--- src/rtl/rfcd_regs.svh ---
// Constants of the vicinity-card command decoder
`ifndef RFCD_REGS_SVH
`define RFCD_REGS_SVH
`define RFCD_CMD_INVENTORY 8'h01
`define RFCD_CMD_QUIET 8'h02
`define RFCD_CMD_RD_SINGLE 8'h20
`define RFCD_CMD_WR_SINGLE 8'h21
`define RFCD_CMD_RD_MULTI 8'h23
`define RFCD_CMD_SELECT 8'h25
`define RFCD_CMD_RST_READY 8'h26
`define RFCD_CMD_RD_REGF 8'ha0
`define RFCD_CMD_WR_REGF 8'ha1
`define RFCD_CMD_RD_IDEV 8'ha2
`define RFCD_CMD_WR_IDEV 8'ha3
`define RFCD_CMD_RD_XMEM 8'ha4
`define RFCD_FLG_SELECT 4
`define RFCD_FLG_ADDR 5
`define RFCD_FLG_INV 2
`define RFCD_FLG_OPTION 6
`define RFCD_FLG_SEL_NI 4
`define RFCD_RSP_OK 8'h00
`define RFCD_RSP_ERR 8'h01
`define RFCD_ERR_UNSUPP 8'h01
`define RFCD_DSFID 8'h00
`define RFCD_CRC_INIT 16'hffff
`define RFCD_CRC_POLY 16'h8408
`define RFCD_CRC_RESIDUE 16'hf0b8
`define RFCD_MAKER_CODE 8'h5a // Arbitrary maker byte value
`endif

--- src/rtl/rfcd_pkg.sv ---
// Types of the vicinity-card command decoder
package rfcd_pkg;
  typedef struct packed {
    logic valid;
    logic sof;
    logic eof;
    logic [7:0] data;
  } rfcd_rx_t;
  typedef struct packed {
    logic valid;
    logic last;
    logic [7:0] data;
  } rfcd_tx_t;
  typedef struct packed {
    logic req;
    logic wr;
    logic [15:0] addr;
    logic [15:0] wdata;
  } rfcd_acc_t;
  typedef enum logic [1:0] {
    RFCD_READY = 2'b00,
    RFCD_QUIET = 2'b01,
    RFCD_SELECTED = 2'b10
  } rfcd_tag_t;
  typedef enum logic [6:0] {
    RFCD_ST_IDLE = 7'b0000001,
    RFCD_ST_RECV = 7'b0000010,
    RFCD_ST_ACC = 7'b0000100,
    RFCD_ST_WAIT = 7'b0001000,
    RFCD_ST_EOFW = 7'b0010000,
    RFCD_ST_SEND = 7'b0100000,
    RFCD_ST_CRC = 7'b1000000
  } rfcd_st_t;
endpackage : rfcd_pkg

--- src/rtl/rfcd_crc16.sv ---
// Bytewise CRC-16 of the vicinity-card protocol, reflected form
`timescale 1ns/1ps
`include "rfcd_regs.svh"
module rfcd_crc16 (
  input wire logic [15:0] i_crc,
  input wire logic [7:0] i_data,
  output logic [15:0] o_crc
);
  // Eight reflected polynomial steps per byte
  always_comb begin
    logic [15:0] c;
    c = i_crc ^ {8'h00, i_data};
    for (int k = 0; k < 8; k++) begin
      c = c[0] ? ((c >> 1) ^ `RFCD_CRC_POLY) : (c >> 1);
    end
    o_crc = c;
  end
endmodule : rfcd_crc16

--- src/rtl/rfcd_decoder.sv ---
// Command decoder and reply framer of the vicinity-card transponder
`timescale 1ns/1ps
`include "rfcd_regs.svh"
module rfcd_decoder (
  input wire logic i_clk_sys,
  input wire logic i_reset,
  input wire logic i_ce,
  input wire logic [63:0] i_uid,
  input wire rfcd_pkg::rfcd_rx_t i_rx,
  output rfcd_pkg::rfcd_tx_t o_tx,
  input wire logic i_tx_ready,
  output rfcd_pkg::rfcd_acc_t o_eep,
  output rfcd_pkg::rfcd_acc_t o_regf,
  output rfcd_pkg::rfcd_acc_t o_idev,
  output logic [7:0] o_idev_unit,
  output rfcd_pkg::rfcd_acc_t o_spi,
  input wire logic i_ack,
  input wire logic [15:0] i_rdata,
  output rfcd_pkg::rfcd_tag_t o_tag_state,
  output logic o_busy
);
  // All decoder state in one packed word
  typedef struct packed {
    rfcd_pkg::rfcd_st_t st;
    rfcd_pkg::rfcd_tag_t tag;
    logic [5:0] cnt;
    logic [7:0] flags;
    logic [7:0] cmd;
    logic [63:0] uidrx;
    logic [15:0] addr;
    logic [15:0] wdata;
    logic [7:0] nblk;
    logic [15:0] crc;
    logic [3:0] tlen;
    logic [3:0] tcnt;
    logic [79:0] tbuf;
    logic tmore;
    rfcd_pkg::rfcd_tx_t tx;
    rfcd_pkg::rfcd_acc_t acc;
    logic [1:0] tgt;
  } rfcd_s_t;

  rfcd_s_t s_ff;
  rfcd_s_t nxt_s;
  logic [15:0] rx_crc;
  logic [15:0] tx_crc;
  logic [7:0] tx_byte;

  // Bytes ahead of the parameters: flags, command, maker byte, addressed UID
  function automatic logic [5:0] rfcd_hdr(input logic [7:0] cmd, input logic [7:0] flags);
    logic [5:0] n;
    n = cmd[7] ? 6'd3 : 6'd2;
    if (flags[`RFCD_FLG_ADDR] && !flags[`RFCD_FLG_INV]) begin
      n = n + 6'd8;
    end
    return n;
  endfunction : rfcd_hdr

  // Running CRC over received bytes and transmitted bytes
  rfcd_crc16 u_crc_rx (.i_crc(s_ff.crc), .i_data(i_rx.data), .o_crc(rx_crc));
  rfcd_crc16 u_crc_tx (.i_crc(s_ff.crc), .i_data(tx_byte), .o_crc(tx_crc));
  assign tx_byte = s_ff.tbuf[79:72];

  // Frame reception, decode, access and reply sequencing
  always_comb begin
    logic addr_ok;
    logic is_custom;
    logic [5:0] pidx;
    addr_ok = 1'b0;
    is_custom = 1'b0;
    pidx = 6'd0;
    nxt_s = s_ff;
    nxt_s.tx.valid = 1'b0;
    nxt_s.tx.last = 1'b0;
    case (s_ff.st)
      rfcd_pkg::RFCD_ST_IDLE: begin
        if (i_rx.valid && i_rx.sof) begin
          nxt_s.st = rfcd_pkg::RFCD_ST_RECV;
          nxt_s.cnt = 6'd0;
          nxt_s.crc = `RFCD_CRC_INIT;
        end
      end
      rfcd_pkg::RFCD_ST_RECV: begin
        if (i_rx.valid && i_rx.eof) begin
          // Residue check drops corrupt frames with no reply
          nxt_s.st = rfcd_pkg::RFCD_ST_IDLE;
          nxt_s.crc = `RFCD_CRC_INIT; // Fresh CRC for the reply
          if (s_ff.crc == `RFCD_CRC_RESIDUE) begin
            addr_ok = !s_ff.flags[`RFCD_FLG_ADDR] || (s_ff.uidrx == i_uid);
            if (s_ff.tag == rfcd_pkg::RFCD_QUIET && !s_ff.flags[`RFCD_FLG_ADDR]) begin
              addr_ok = 1'b0;
            end
            if (s_ff.flags[`RFCD_FLG_SEL_NI] && !s_ff.flags[`RFCD_FLG_INV] &&
                s_ff.tag != rfcd_pkg::RFCD_SELECTED) begin
              addr_ok = 1'b0;
            end
            nxt_s.tbuf = {`RFCD_RSP_OK, 72'h0};
            nxt_s.tlen = 4'd1;
            nxt_s.tmore = 1'b0;
            if (s_ff.flags[`RFCD_FLG_INV] && s_ff.cmd == `RFCD_CMD_INVENTORY) begin
              // Anti-collision answer with UID
              if (s_ff.tag != rfcd_pkg::RFCD_QUIET) begin
                nxt_s.tbuf = {`RFCD_RSP_OK, `RFCD_DSFID, i_uid[7:0], i_uid[15:8],
                  i_uid[23:16], i_uid[31:24], i_uid[39:32], i_uid[47:40],
                  i_uid[55:48], i_uid[63:56]};
                nxt_s.tlen = 4'd10;
                nxt_s.st = rfcd_pkg::RFCD_ST_SEND;
              end
            end else if (s_ff.cmd == `RFCD_CMD_SELECT) begin
              // Own UID selects, foreign UID leaves state alone
              if (s_ff.uidrx == i_uid) begin
                nxt_s.tag = rfcd_pkg::RFCD_SELECTED;
                nxt_s.st = rfcd_pkg::RFCD_ST_SEND;
              end
            end else if (addr_ok) begin
              is_custom = 1'b1;
              nxt_s.acc.addr = s_ff.addr;
              nxt_s.acc.wdata = s_ff.wdata;
              nxt_s.acc.wr = 1'b0;
              case (s_ff.cmd)
                `RFCD_CMD_QUIET: begin
                  nxt_s.tag = rfcd_pkg::RFCD_QUIET;
                end
                `RFCD_CMD_RST_READY: begin
                  nxt_s.tag = rfcd_pkg::RFCD_READY;
                  nxt_s.st = rfcd_pkg::RFCD_ST_SEND;
                end
                `RFCD_CMD_RD_SINGLE, `RFCD_CMD_RD_MULTI: begin
                  nxt_s.tgt = 2'd0;
                  nxt_s.st = rfcd_pkg::RFCD_ST_ACC;
                end
                `RFCD_CMD_WR_SINGLE: begin
                  nxt_s.tgt = 2'd0;
                  nxt_s.acc.wr = 1'b1;
                  if (s_ff.flags[`RFCD_FLG_OPTION]) begin
                    nxt_s.st = rfcd_pkg::RFCD_ST_ACC;
                  end else begin
                    nxt_s.tbuf = {`RFCD_RSP_ERR, 8'h03, 64'h0};
                    nxt_s.tlen = 4'd2;
                    nxt_s.st = rfcd_pkg::RFCD_ST_SEND;
                  end
                end
                `RFCD_CMD_RD_REGF, `RFCD_CMD_WR_REGF: begin
                  nxt_s.tgt = 2'd1;
                  nxt_s.acc.wr = s_ff.cmd[0];
                  nxt_s.st = rfcd_pkg::RFCD_ST_ACC;
                end
                `RFCD_CMD_RD_IDEV, `RFCD_CMD_WR_IDEV: begin
                  nxt_s.tgt = 2'd2;
                  nxt_s.acc.wr = s_ff.cmd[0];
                  nxt_s.st = rfcd_pkg::RFCD_ST_ACC;
                end
                `RFCD_CMD_RD_XMEM: begin
                  nxt_s.tgt = 2'd3;
                  nxt_s.st = rfcd_pkg::RFCD_ST_ACC;
                end
                default: begin
                  nxt_s.tbuf = {`RFCD_RSP_ERR, `RFCD_ERR_UNSUPP, 64'h0};
                  nxt_s.tlen = 4'd2;
                  nxt_s.st = rfcd_pkg::RFCD_ST_SEND;
                end
              endcase
              nxt_s.acc.req = (nxt_s.st == rfcd_pkg::RFCD_ST_ACC) && is_custom;
            end
          end
        end else if (i_rx.valid) begin
          // Byte placement: flags, command, maker byte, UID, parameters
          nxt_s.crc = rx_crc;
          if (s_ff.cnt != 6'h3f) begin
            nxt_s.cnt = s_ff.cnt + 6'd1;
          end
          if (s_ff.cnt == 6'd0) begin
            nxt_s.flags = i_rx.data;
          end else if (s_ff.cnt == 6'd1) begin
            nxt_s.cmd = i_rx.data;
          end else if (s_ff.cmd[7] && s_ff.cnt == 6'd2) begin
            nxt_s.cnt = s_ff.cnt + 6'd1; // Maker byte skipped
          end else if (s_ff.cnt < rfcd_hdr(s_ff.cmd, s_ff.flags)) begin
            nxt_s.uidrx = {i_rx.data, s_ff.uidrx[63:8]}; // UID arrives low byte first
          end else begin
            // Parameters by position; trailing CRC bytes at positions 1 and 2 still load wdata and nblk
            pidx = s_ff.cnt - rfcd_hdr(s_ff.cmd, s_ff.flags);
            case (pidx)
              6'd0: nxt_s.addr = {8'h00, i_rx.data};
              6'd1: begin
                if (s_ff.cmd == `RFCD_CMD_RD_XMEM) begin
                  nxt_s.addr[15:8] = i_rx.data;
                end
                nxt_s.wdata[7:0] = i_rx.data;
                nxt_s.nblk = i_rx.data;
              end
              6'd2: nxt_s.wdata[15:8] = i_rx.data;
              default: ;
            endcase
          end
          if (s_ff.cnt == 6'd0) begin
            nxt_s.addr = 16'hffff;
            nxt_s.uidrx = 64'h0;
          end
        end
      end
      rfcd_pkg::RFCD_ST_ACC: begin
        // Access held until the addressed unit acknowledges
        if (i_ack) begin
          nxt_s.acc.req = 1'b0;
          if (s_ff.acc.wr) begin
            nxt_s.tbuf = {`RFCD_RSP_OK, 72'h0};
            nxt_s.tlen = 4'd1;
            nxt_s.st = (s_ff.tgt == 2'd0) ? rfcd_pkg::RFCD_ST_EOFW :
              rfcd_pkg::RFCD_ST_SEND;
          end else begin
            nxt_s.tbuf = {`RFCD_RSP_OK, i_rdata[7:0], i_rdata[15:8], 56'h0};
            nxt_s.tlen = 4'd3;
            nxt_s.tmore = (s_ff.cmd == `RFCD_CMD_RD_MULTI) && (s_ff.nblk != 8'h00);
            nxt_s.st = rfcd_pkg::RFCD_ST_SEND;
          end
        end
      end
      rfcd_pkg::RFCD_ST_EOFW: begin
        if (i_rx.valid && i_rx.eof) begin
          nxt_s.st = rfcd_pkg::RFCD_ST_SEND;
        end
      end
      rfcd_pkg::RFCD_ST_SEND: begin
        if (i_tx_ready) begin
          nxt_s.tx.valid = 1'b1;
          nxt_s.tx.data = tx_byte;
          nxt_s.crc = tx_crc; // Reply CRC runs over every byte sent
          nxt_s.tbuf = {s_ff.tbuf[71:0], 8'h00};
          nxt_s.tcnt = s_ff.tcnt + 4'd1;
          if (s_ff.tcnt + 4'd1 == s_ff.tlen) begin
            nxt_s.tcnt = 4'd0;
            if (s_ff.tmore) begin
              // Next consecutive block word, no flags byte
              nxt_s.nblk = s_ff.nblk - 8'h01;
              nxt_s.acc.addr = {8'h00, s_ff.acc.addr[7:0] + 8'h01};
              nxt_s.acc.req = 1'b1;
              nxt_s.st = rfcd_pkg::RFCD_ST_WAIT;
            end else begin
              nxt_s.st = rfcd_pkg::RFCD_ST_CRC;
            end
          end
        end
      end
      rfcd_pkg::RFCD_ST_WAIT: begin
        if (i_ack) begin
          nxt_s.acc.req = 1'b0;
          nxt_s.tbuf = {i_rdata[7:0], i_rdata[15:8], 64'h0};
          nxt_s.tlen = 4'd2;
          nxt_s.tcnt = 4'd0;
          nxt_s.tmore = (s_ff.nblk != 8'h00);
          nxt_s.st = rfcd_pkg::RFCD_ST_SEND;
        end
      end
      rfcd_pkg::RFCD_ST_CRC: begin
        // Complemented CRC sent low byte first
        if (i_tx_ready) begin
          nxt_s.tx.valid = 1'b1;
          nxt_s.tx.data = (s_ff.tcnt == 4'd0) ? ~tx_crc_final(s_ff) : ~s_ff.crc[15:8];
          nxt_s.tcnt = s_ff.tcnt + 4'd1;
          if (s_ff.tcnt == 4'd1) begin
            nxt_s.tx.last = 1'b1;
            nxt_s.tcnt = 4'd0;
            nxt_s.st = rfcd_pkg::RFCD_ST_IDLE;
          end
        end
      end
      default: nxt_s.st = rfcd_pkg::RFCD_ST_IDLE;
    endcase
  end

  // Low byte of the reply CRC
  function automatic logic [7:0] tx_crc_final(input rfcd_s_t s);
    return s.crc[7:0];
  endfunction : tx_crc_final

  // Registered state, frozen while the clock enable is low
  always_ff @(posedge i_clk_sys or posedge i_reset) begin
    if (i_reset) begin
      s_ff <= '0;
      s_ff.st <= rfcd_pkg::RFCD_ST_IDLE;
      s_ff.tag <= rfcd_pkg::RFCD_READY;
    end else if (i_ce) begin
      s_ff <= nxt_s;
    end
  end

  // Access ports steered by target, unit picked by address byte
  always_comb begin
    o_eep = s_ff.acc;
    o_regf = s_ff.acc;
    o_idev = s_ff.acc;
    o_spi = s_ff.acc;
    o_eep.req = s_ff.acc.req && (s_ff.tgt == 2'd0);
    o_regf.req = s_ff.acc.req && (s_ff.tgt == 2'd1);
    o_idev.req = s_ff.acc.req && (s_ff.tgt == 2'd2);
    o_spi.req = s_ff.acc.req && (s_ff.tgt == 2'd3);
  end
  assign o_idev_unit = s_ff.acc.addr[7:0];
  assign o_tx = s_ff.tx;
  assign o_tag_state = s_ff.tag;
  assign o_busy = (s_ff.st != rfcd_pkg::RFCD_ST_IDLE);

  a_quiet_silent: assert property (@(posedge i_clk_sys) disable iff (i_reset)
    (s_ff.st == rfcd_pkg::RFCD_ST_RECV && nxt_s.tag == rfcd_pkg::RFCD_QUIET &&
     s_ff.tag != rfcd_pkg::RFCD_QUIET && i_ce) |=> !o_busy)
    else $error("stay quiet started a reply");
  a_write_waits: assert property (@(posedge i_clk_sys) disable iff (i_reset)
    (s_ff.st == rfcd_pkg::RFCD_ST_EOFW && !(i_rx.valid && i_rx.eof)) |=> !o_tx.valid)
    else $error("block write replied before end of frame");
  a_reset_ready: assert property (@(posedge i_clk_sys) disable iff (i_reset)
    (s_ff.st == rfcd_pkg::RFCD_ST_SEND && $past(s_ff.cmd) == `RFCD_CMD_RST_READY &&
     $past(s_ff.st) == rfcd_pkg::RFCD_ST_RECV) |-> o_tag_state == rfcd_pkg::RFCD_READY)
    else $error("reset to ready missed ready state");
  a_one_target: assert property (@(posedge i_clk_sys) disable iff (i_reset)
    $onehot0({o_eep.req, o_regf.req, o_idev.req, o_spi.req}))
    else $error("more than one access target");
  a_select_match: assert property (@(posedge i_clk_sys) disable iff (i_reset)
    (i_ce && s_ff.st == rfcd_pkg::RFCD_ST_RECV && i_rx.valid && i_rx.eof &&
     s_ff.cmd == `RFCD_CMD_SELECT && s_ff.uidrx != i_uid) |=> $stable(o_tag_state) && !o_busy)
    else $error("foreign select changed state");
  a_bad_crc: assert property (@(posedge i_clk_sys) disable iff (i_reset)
    (i_ce && s_ff.st == rfcd_pkg::RFCD_ST_RECV && i_rx.valid && i_rx.eof &&
     s_ff.crc != `RFCD_CRC_RESIDUE) |=> !o_busy && $stable(o_tag_state))
    else $error("corrupt frame was acted on");
  a_ack_drops: assert property (@(posedge i_clk_sys) disable iff (i_reset)
    (i_ce && o_eep.req && i_ack) |=> !o_eep.req)
    else $error("access request held after ack");
  a_last_ends: assert property (@(posedge i_clk_sys) disable iff (i_reset)
    (o_tx.valid && o_tx.last) |-> !o_busy)
    else $error("frame end without return to idle");
  c_inventory: cover property (@(posedge i_clk_sys) s_ff.tlen == 4'd10 && o_tx.last);
  c_multi: cover property (@(posedge i_clk_sys) s_ff.st == rfcd_pkg::RFCD_ST_WAIT);
  c_eofw: cover property (@(posedge i_clk_sys) s_ff.st == rfcd_pkg::RFCD_ST_EOFW);
endmodule : rfcd_decoder

--- config.mk ---
export PLATFORM = sky130hd
export DESIGN_NAME = rfcd_decoder
export DESIGN_NICKNAME = d
export VERILOG_FILES = /design/src/rtl/rfcd_pkg.sv /design/src/rtl/rfcd_crc16.sv /design/src/rtl/rfcd_decoder.sv
export VERILOG_INCLUDE_DIRS = /design/src /design/src/rtl
export SDC_FILE = /design/constraint.sdc
export NUM_CORES = 1
export LEC_CHECK = 0
export BUFFER_PORTS_ARGS = -buffer_cell sky130_fd_sc_hd__buf_2
export CORE_ASPECT_RATIO = 1.2
export CORE_MARGIN = 2
export CORE_UTILIZATION = 50
export CTS_CLUSTER_SIZE = 28
export DETAILED_ROUTE_END_ITERATION = 8
export GPL_ROUTABILITY_DRIVEN = 0
export PLACE_DENSITY = 0.71
export SYNTH_ARGS = -nofsm -noshare
export SYNTH_HDL_FRONTEND = slang
export SYNTH_SLANG_ARGS = --single-unit
--- constraint.sdc ---
create_clock -name i_clk_sys -period 11.5 [get_ports i_clk_sys]
set_clock_uncertainty 0.2 [all_clocks]
set_input_delay 1.15 -clock i_clk_sys [delete_from_list [all_inputs] [get_ports i_clk_sys]]
set_output_delay 1.15 -clock i_clk_sys [all_outputs]
set_load 0.05 [all_outputs]
# ---- After elaboration in Yosys (flattened, before gate mapping)
# Index checks and enable logic that the tools add are counted.
dict set report classes {
  addsub 6
  n_lt_le_gt_ge 1
  n_eq_ne 65
  muxes 146
  n_bitwise 27
  n_reduce_logical 63
}
# operator n
set op_table {}
lappend op_table {{$mux W16} 22}
lappend op_table {{$pmux W80 S4} 1}
lappend op_table {{$mux W81} 3}
lappend op_table {{$mux W73} 3}
lappend op_table {{$mux W104} 2}
lappend op_table {{$mux W36} 5}
lappend op_table {{$mux W80} 2}
lappend op_table {{$pmux W73 S2} 1}
lappend op_table {{$mux W142} 1}
lappend op_table {{$mux W6} 22}
lappend op_table {{$mux W64} 2}
lappend op_table {{$mux W126} 1}
lappend op_table {{$mux W112} 1}
lappend op_table {{$mux W7} 16}
lappend op_table {{$mux W89} 1}
lappend op_table {{$mux W84} 1}
lappend op_table {{$mux W72} 1}
lappend op_table {{$mux W8} 9}
lappend op_table {{$eq A64 B64 Y1} 1}
lappend op_table {{$ne A2 B2 Y1 const B} 25}
lappend op_table {{$pmux W7 S7} 1}
lappend op_table {{$not A2 Y3} 16}
lappend op_table {{$pmux W16 S3} 1}
lappend op_table {{$pmux W8 S2} 3}
lappend op_table {{72 further kinds} 167}
dict set report totals {
  reg_bits 286
  output_inout_bits 157
}

# ---- Logic depth before layout (Yosys ltp)
dict set report logic_depth {
  ltp_word 28
  depth_mapped 13
  ltp_nobuf 11
}

# ---- By module
# A second synthesis with hierarchy kept.
dict set report hier_totals {
  cells_unflattened 1696
  hier_area_um2 16171.8
}
# mod n_inst cells_each area_each_um2
set modules_own_cells {}
lappend modules_own_cells {rfcd_decoder 1 1646 15433.6}
lappend modules_own_cells {rfcd_crc16 2 25 369.1}

# ---- Worst setup path after synthesis
# Ideal clock, no wire load.
dict set report synth_path {
  path_kind {input port to flip-flop}
  start {in i_uid[55]}
  end {reg s_ff, in the netlist o_eep[10]}
  t_arrival_ps 2916
  required_time_ps 11175
  slack_ps 8259
  stages 9
  cell_sequence {xnor2_1 nand4_1 nor4_1 and4_1 clkbuf_1 o2111a_1 buf_4 buf_4 mux2_2}
}
dict set report synth_between {
  elab_chain_cells 8
}
# element line_no
set synth_lines {}
lappend synth_lines {{start, declared} rfcd_decoder.sv:8} ;# input wire logic [63:0] i_uid,
lappend synth_lines {{$eq A64 B64 Y1} rfcd_decoder.sv:89} ;# addr_ok = !s_ff.flags[`RFCD_FLG_ADDR] || (s_ff.uidrx == i_uid);
lappend synth_lines {{$logic_or A1 B1 Y1} rfcd_decoder.sv:89}
lappend synth_lines {{$mux W1} rfcd_decoder.sv:90} ;# if (s_ff.tag == rfcd_pkg::RFCD_QUIET && !s_ff.flags[`RFCD_FLG_ADDR]) begin
lappend synth_lines {{$mux W1} rfcd_decoder.sv:93} ;# if (s_ff.flags[`RFCD_FLG_SEL_NI] && !s_ff.flags[`RFCD_FLG_INV] &&
lappend synth_lines {{$mux W1} rfcd_decoder.sv:88} ;# if (s_ff.crc == `RFCD_CRC_RESIDUE) begin
lappend synth_lines {{$mux W1} rfcd_decoder.sv:84} ;# if (i_rx.valid && i_rx.eof) begin
lappend synth_lines {{$mux W1} rfcd_decoder.sv:75} ;# case (s_ff.st)
lappend synth_lines {{$reduce_and A7 Y1 (no source line)} --}
lappend synth_lines {{end signal, assigned} rfcd_decoder.sv:284} ;# s_ff <= nxt_s;
lappend synth_lines {{end, declared} rfcd_decoder.sv:43} ;# rfcd_s_t s_ff;
# No other way between the ends. The select of a mux whose other input is x is not followed.
# A chain may end at the register's enable or synchronous reset.

# ---- Final worst setup path
dict set report layout_path {
  start {reg s_ff[281] (netlist bit)}
  end {reg s_ff[51] (netlist bit)}
}
dict set report layout_between {
  elab_chain_cells 3
  elab_cells_between_ends 12
  cone_classes {9 x eq/ne; 1 x mux; 2 x reduce/logical}
}
# element line_no
set layout_lines {}
lappend layout_lines {{$eq A7 B6 Y1 (tied with other cells)} rfcd_decoder.sv:75}
lappend layout_lines {{$reduce_bool A4 Y1 (no source line) / $ne A2 B2 Y1 (equally long branches)} --}
lappend layout_lines {{$reduce_and A7 Y1 (no source line)} --}
# Parallel ways exist; a longest one is shown, timed or not.

==> results.json <==
{
  "leakagePower_uw": 0.00779,
  "min_period_ns": 4.26,
  "synth_enable_flop_cells": 0,
  "start_util_pct": 50.5,
  "yosys_warnings": 0,
  "synth_cells": 1679,
  "ys_types": 84,
  "drt_pass1_iterations": 8,
  "cp_common_cell": "buf_4",
  "hold_class": "reg2reg",
  "yosys-top-cells-area": "dfrtp_1 44%, buf_4 7.4%, nand2_1 6.6%, xnor2_1 5.2%, o21ai_0 4.8%",
  "rsz0062_at_grt": "false",
  "worstSetupPathType": "reg2reg",
  "port_buffers": 252,
  "clkPwrFrac_pct": 32.5,
  "core.rowCount": 71,
  "met1_length_mm": 17.4,
  "drc": 0,
  "grt_pass1_wl_mm": 64.8,
  "async_flop_share_pct": 100,
  "finalSetupTns_ns": 0,
  "worstPathCellList": "or3_1 -> nor4_4 -> buf_4 -> a211oi_1 -> nand3b_4 -> buf_4 -> nand2_1 -> o21ai_0",
  "die_h_um": 199,
  "yosysSeqAreaShare_pct": 44.5,
  "cts_buffers": 29,
  "hold_start": "o_tx[0]",
  "fin_nets": 1828,
  "dr_wl_met2_mm": 19.9,
  "antenna_found_initial": 0,
  "grt_pass1_vias": 11704,
  "seq_power_share_pct": 39.8,
  "placed_cells": 2089,
  "hold_viol_final": 0,
  "drive_gt1_share_pct": 22.9,
  "cts_hold_buf": 0,
  "cts_root_buffer": "clkbuf_16",
  "r2r.worst_path.cells": 8,
  "yosysMostFrequentCell": "dfrtp_1",
  "critPathCaptureType": "flip-flop",
  "yosysTopAreaCell": "dfrtp_1",
  "insertion_delay_ns": 0.55,
  "arrival_ns": 4.45,
  "num_vias": 12330,
  "status": "completed",
  "setup_violations": 0,
  "yosysTopAreaCellShare_pct": 44.4,
  "post_cts_buffers": 0,
  "regToRegSetupSlack_ns": 7.24,
  "via_per_inst": 5.76,
  "final_cells": 2140,
  "synth-seq-cells": 281,
  "final_min_period_over_clock_period_pct": 37.1,
  "antennaDiodeCount": 0,
  "min_to": "o_tx[0]",
  "chipWidth_um": 166,
  "syn-num-nets": 1788,
  "switching_share_pct": 35.3,
  "ctsResizeCount": 0,
  "max_stage_delay_ns": 0.85,
  "ant_nets": 0,
  "core_area_um2": 31300,
  "wl_mm": 41.1,
  "cts_buffer_depth": 3,
  "slew_headroom_pct": 25.3,
  "areaGrowthSynthToFinish_pct": 8.10,
  "clock-sinks": 281,
  "power.density_nw_per_um2": 174,
  "ioPinCount": 253,
  "grt_max_degree": 133,
  "p_int_uw": 1920,
  "die_area_um2": 33000,
  "grt_usage_pct": 24.3,
  "timing.rr.end": "s_ff[51]",
  "syn_area_um2": 15800,
  "max-vdd-ir-drop_mv": 0.160,
  "crit_fanout": 97,
  "clock.fmax_mhz": 235,
  "synth_top_cells_by_count": "280 x dfrtp_1, 278 x nand2_1, 155 x buf_4",
  "tritoncts": "yes",
  "crit_path_start_kind": "flip-flop",
  "syn_area_per_cell_um2": 9.40,
  "holdPathStages": 2,
  "switchingPower_uw": 1050,
  "clkTransAtPathRegs_ns": 0.07,
  "cp.required_ns": 11.69,
  "combPwrFrac_pct": 27.7,
  "r2r_start": "s_ff[281]",
  "highest_layer": "met4",
  "drv_cap": 0,
  "place_hpwl_mm": 28.5,
  "slew_viol_final": 0,
  "drtIter0Drc": 949,
  "grt_overflow_total": 0,
  "synthFlopType": "dfrtp_1",
  "htreeDepth": 1,
  "wl_per_cell_um": 19.2,
  "wl_met3_mm": 2.34,
  "crit_path_top_delay_cell": "buf_4",
  "worst_slew_pin_slew_ns": 1.12
}
-- layer usage --
metal	up-vias	GRT usage (%)
met2	471	41.4
met1	5955	32.4
li1	5820	-
met5	-	0
met3	84	2.87
met4	0	8.81
-- final cells by class --
cell class	count	area, µm²
Timing Repair Buffer	267	1370
Multi-Input combinational cell	1108	7060
Clock inverter	13	155
Fill cell	2801	14200
Tap cell	401	502
Inverter	32	128
Sequential cell	281	7030
Clock buffer	38	820
-- power by group through the flow --
stage	clock network (µW)	logic (µW)	registers, µW
3_3_place_gp	0	804	1190
6_report	965	821	1180
5_1_grt	1020	897	1190
2_1_floorplan	0	692	1150
3_5_place_dp	0	816	1200
4_1_cts	979	819	1180
-- worst max-delay path, delay by kind of cell, from the launching register on --
kind / cells / cell delay [ns]
AO/OA/AOI/OAI: 2 / 0.27
AND/OR/NAND/NOR: 4 / 1.55
flip-flops: 1 / 0.49
buffers and inverters: 2 / 1.47
-- cells by family (layout without fill, tap and decap cells) --
group | count (synthesis) | count (layout) | share of synthesized area (%)
buffers and inverters | 290 | 350 | 11.1
flip-flops | 281 | 281 | 44.5
AND/OR/NAND/NOR | 481 | 481 | 14.5
multiplexers | 70 | 70 | 4.82
adder cells (fa/ha/maj) | 13 | 13 | 1.03
AO/OA/AOI/OAI | 435 | 435 | 17.9
XOR/XNOR | 109 | 109 | 6.14
-- registers in the layout, summed over array words and instances (netlist names) --
register     cells
s_ff           236
o_eep           33
o_tx            10
o_tag_state      2
-- per-stage QoR --
stage	hold slack (ns)	total power [µW]	utilization [%]	setup slack (ns)	cell area [µm²]
2_1_floorplan	0.249	1850	-	2.40	15800
3_3_place_gp	0.261	2000	51.5	7.35	16100
3_5_place_dp	0.266	2010	51.5	7.30	16100
4_1_cts	0.281	2980	54.6	7.28	17100
5_1_grt	0.298	3110	54.6	6.95	17100
6_report	0.271	2970	54.6	7.24	17100
-- placed cells by master (no fill, tap or decap), types with 13 or more instances in the layout --
master and n:
buf_2 252, xnor2_1 94, o21ai_0 149, inv_1 31, nor3_1 14, nand3_1 19, mux2i_1 22, dfrtp_1 280
ha_1 13, mux2_2 46, nor2b_1 13, xor2_1 14, o21ai_1 25, nand2_1 278, a22o_1 29, nand4_1 26
buf_4 15, a22oi_1 57, clkbuf_16 29, nor2_1 51, a21oi_1 57
-- worst max path at each step --
stage,end,start,slack (ns)
2_1_floorplan,o_eep[0],i_reset,2.40
3_3_place_gp,s_ff[51],s_ff[281],7.35
3_5_place_dp,s_ff[51],s_ff[281],7.30
4_1_cts,s_ff[51],s_ff[281],7.28
5_1_grt,s_ff[50],s_ff[281],6.95
6_report,s_ff[51],s_ff[281],7.24
No activity file was read; power rests on OpenSTA's default activity.
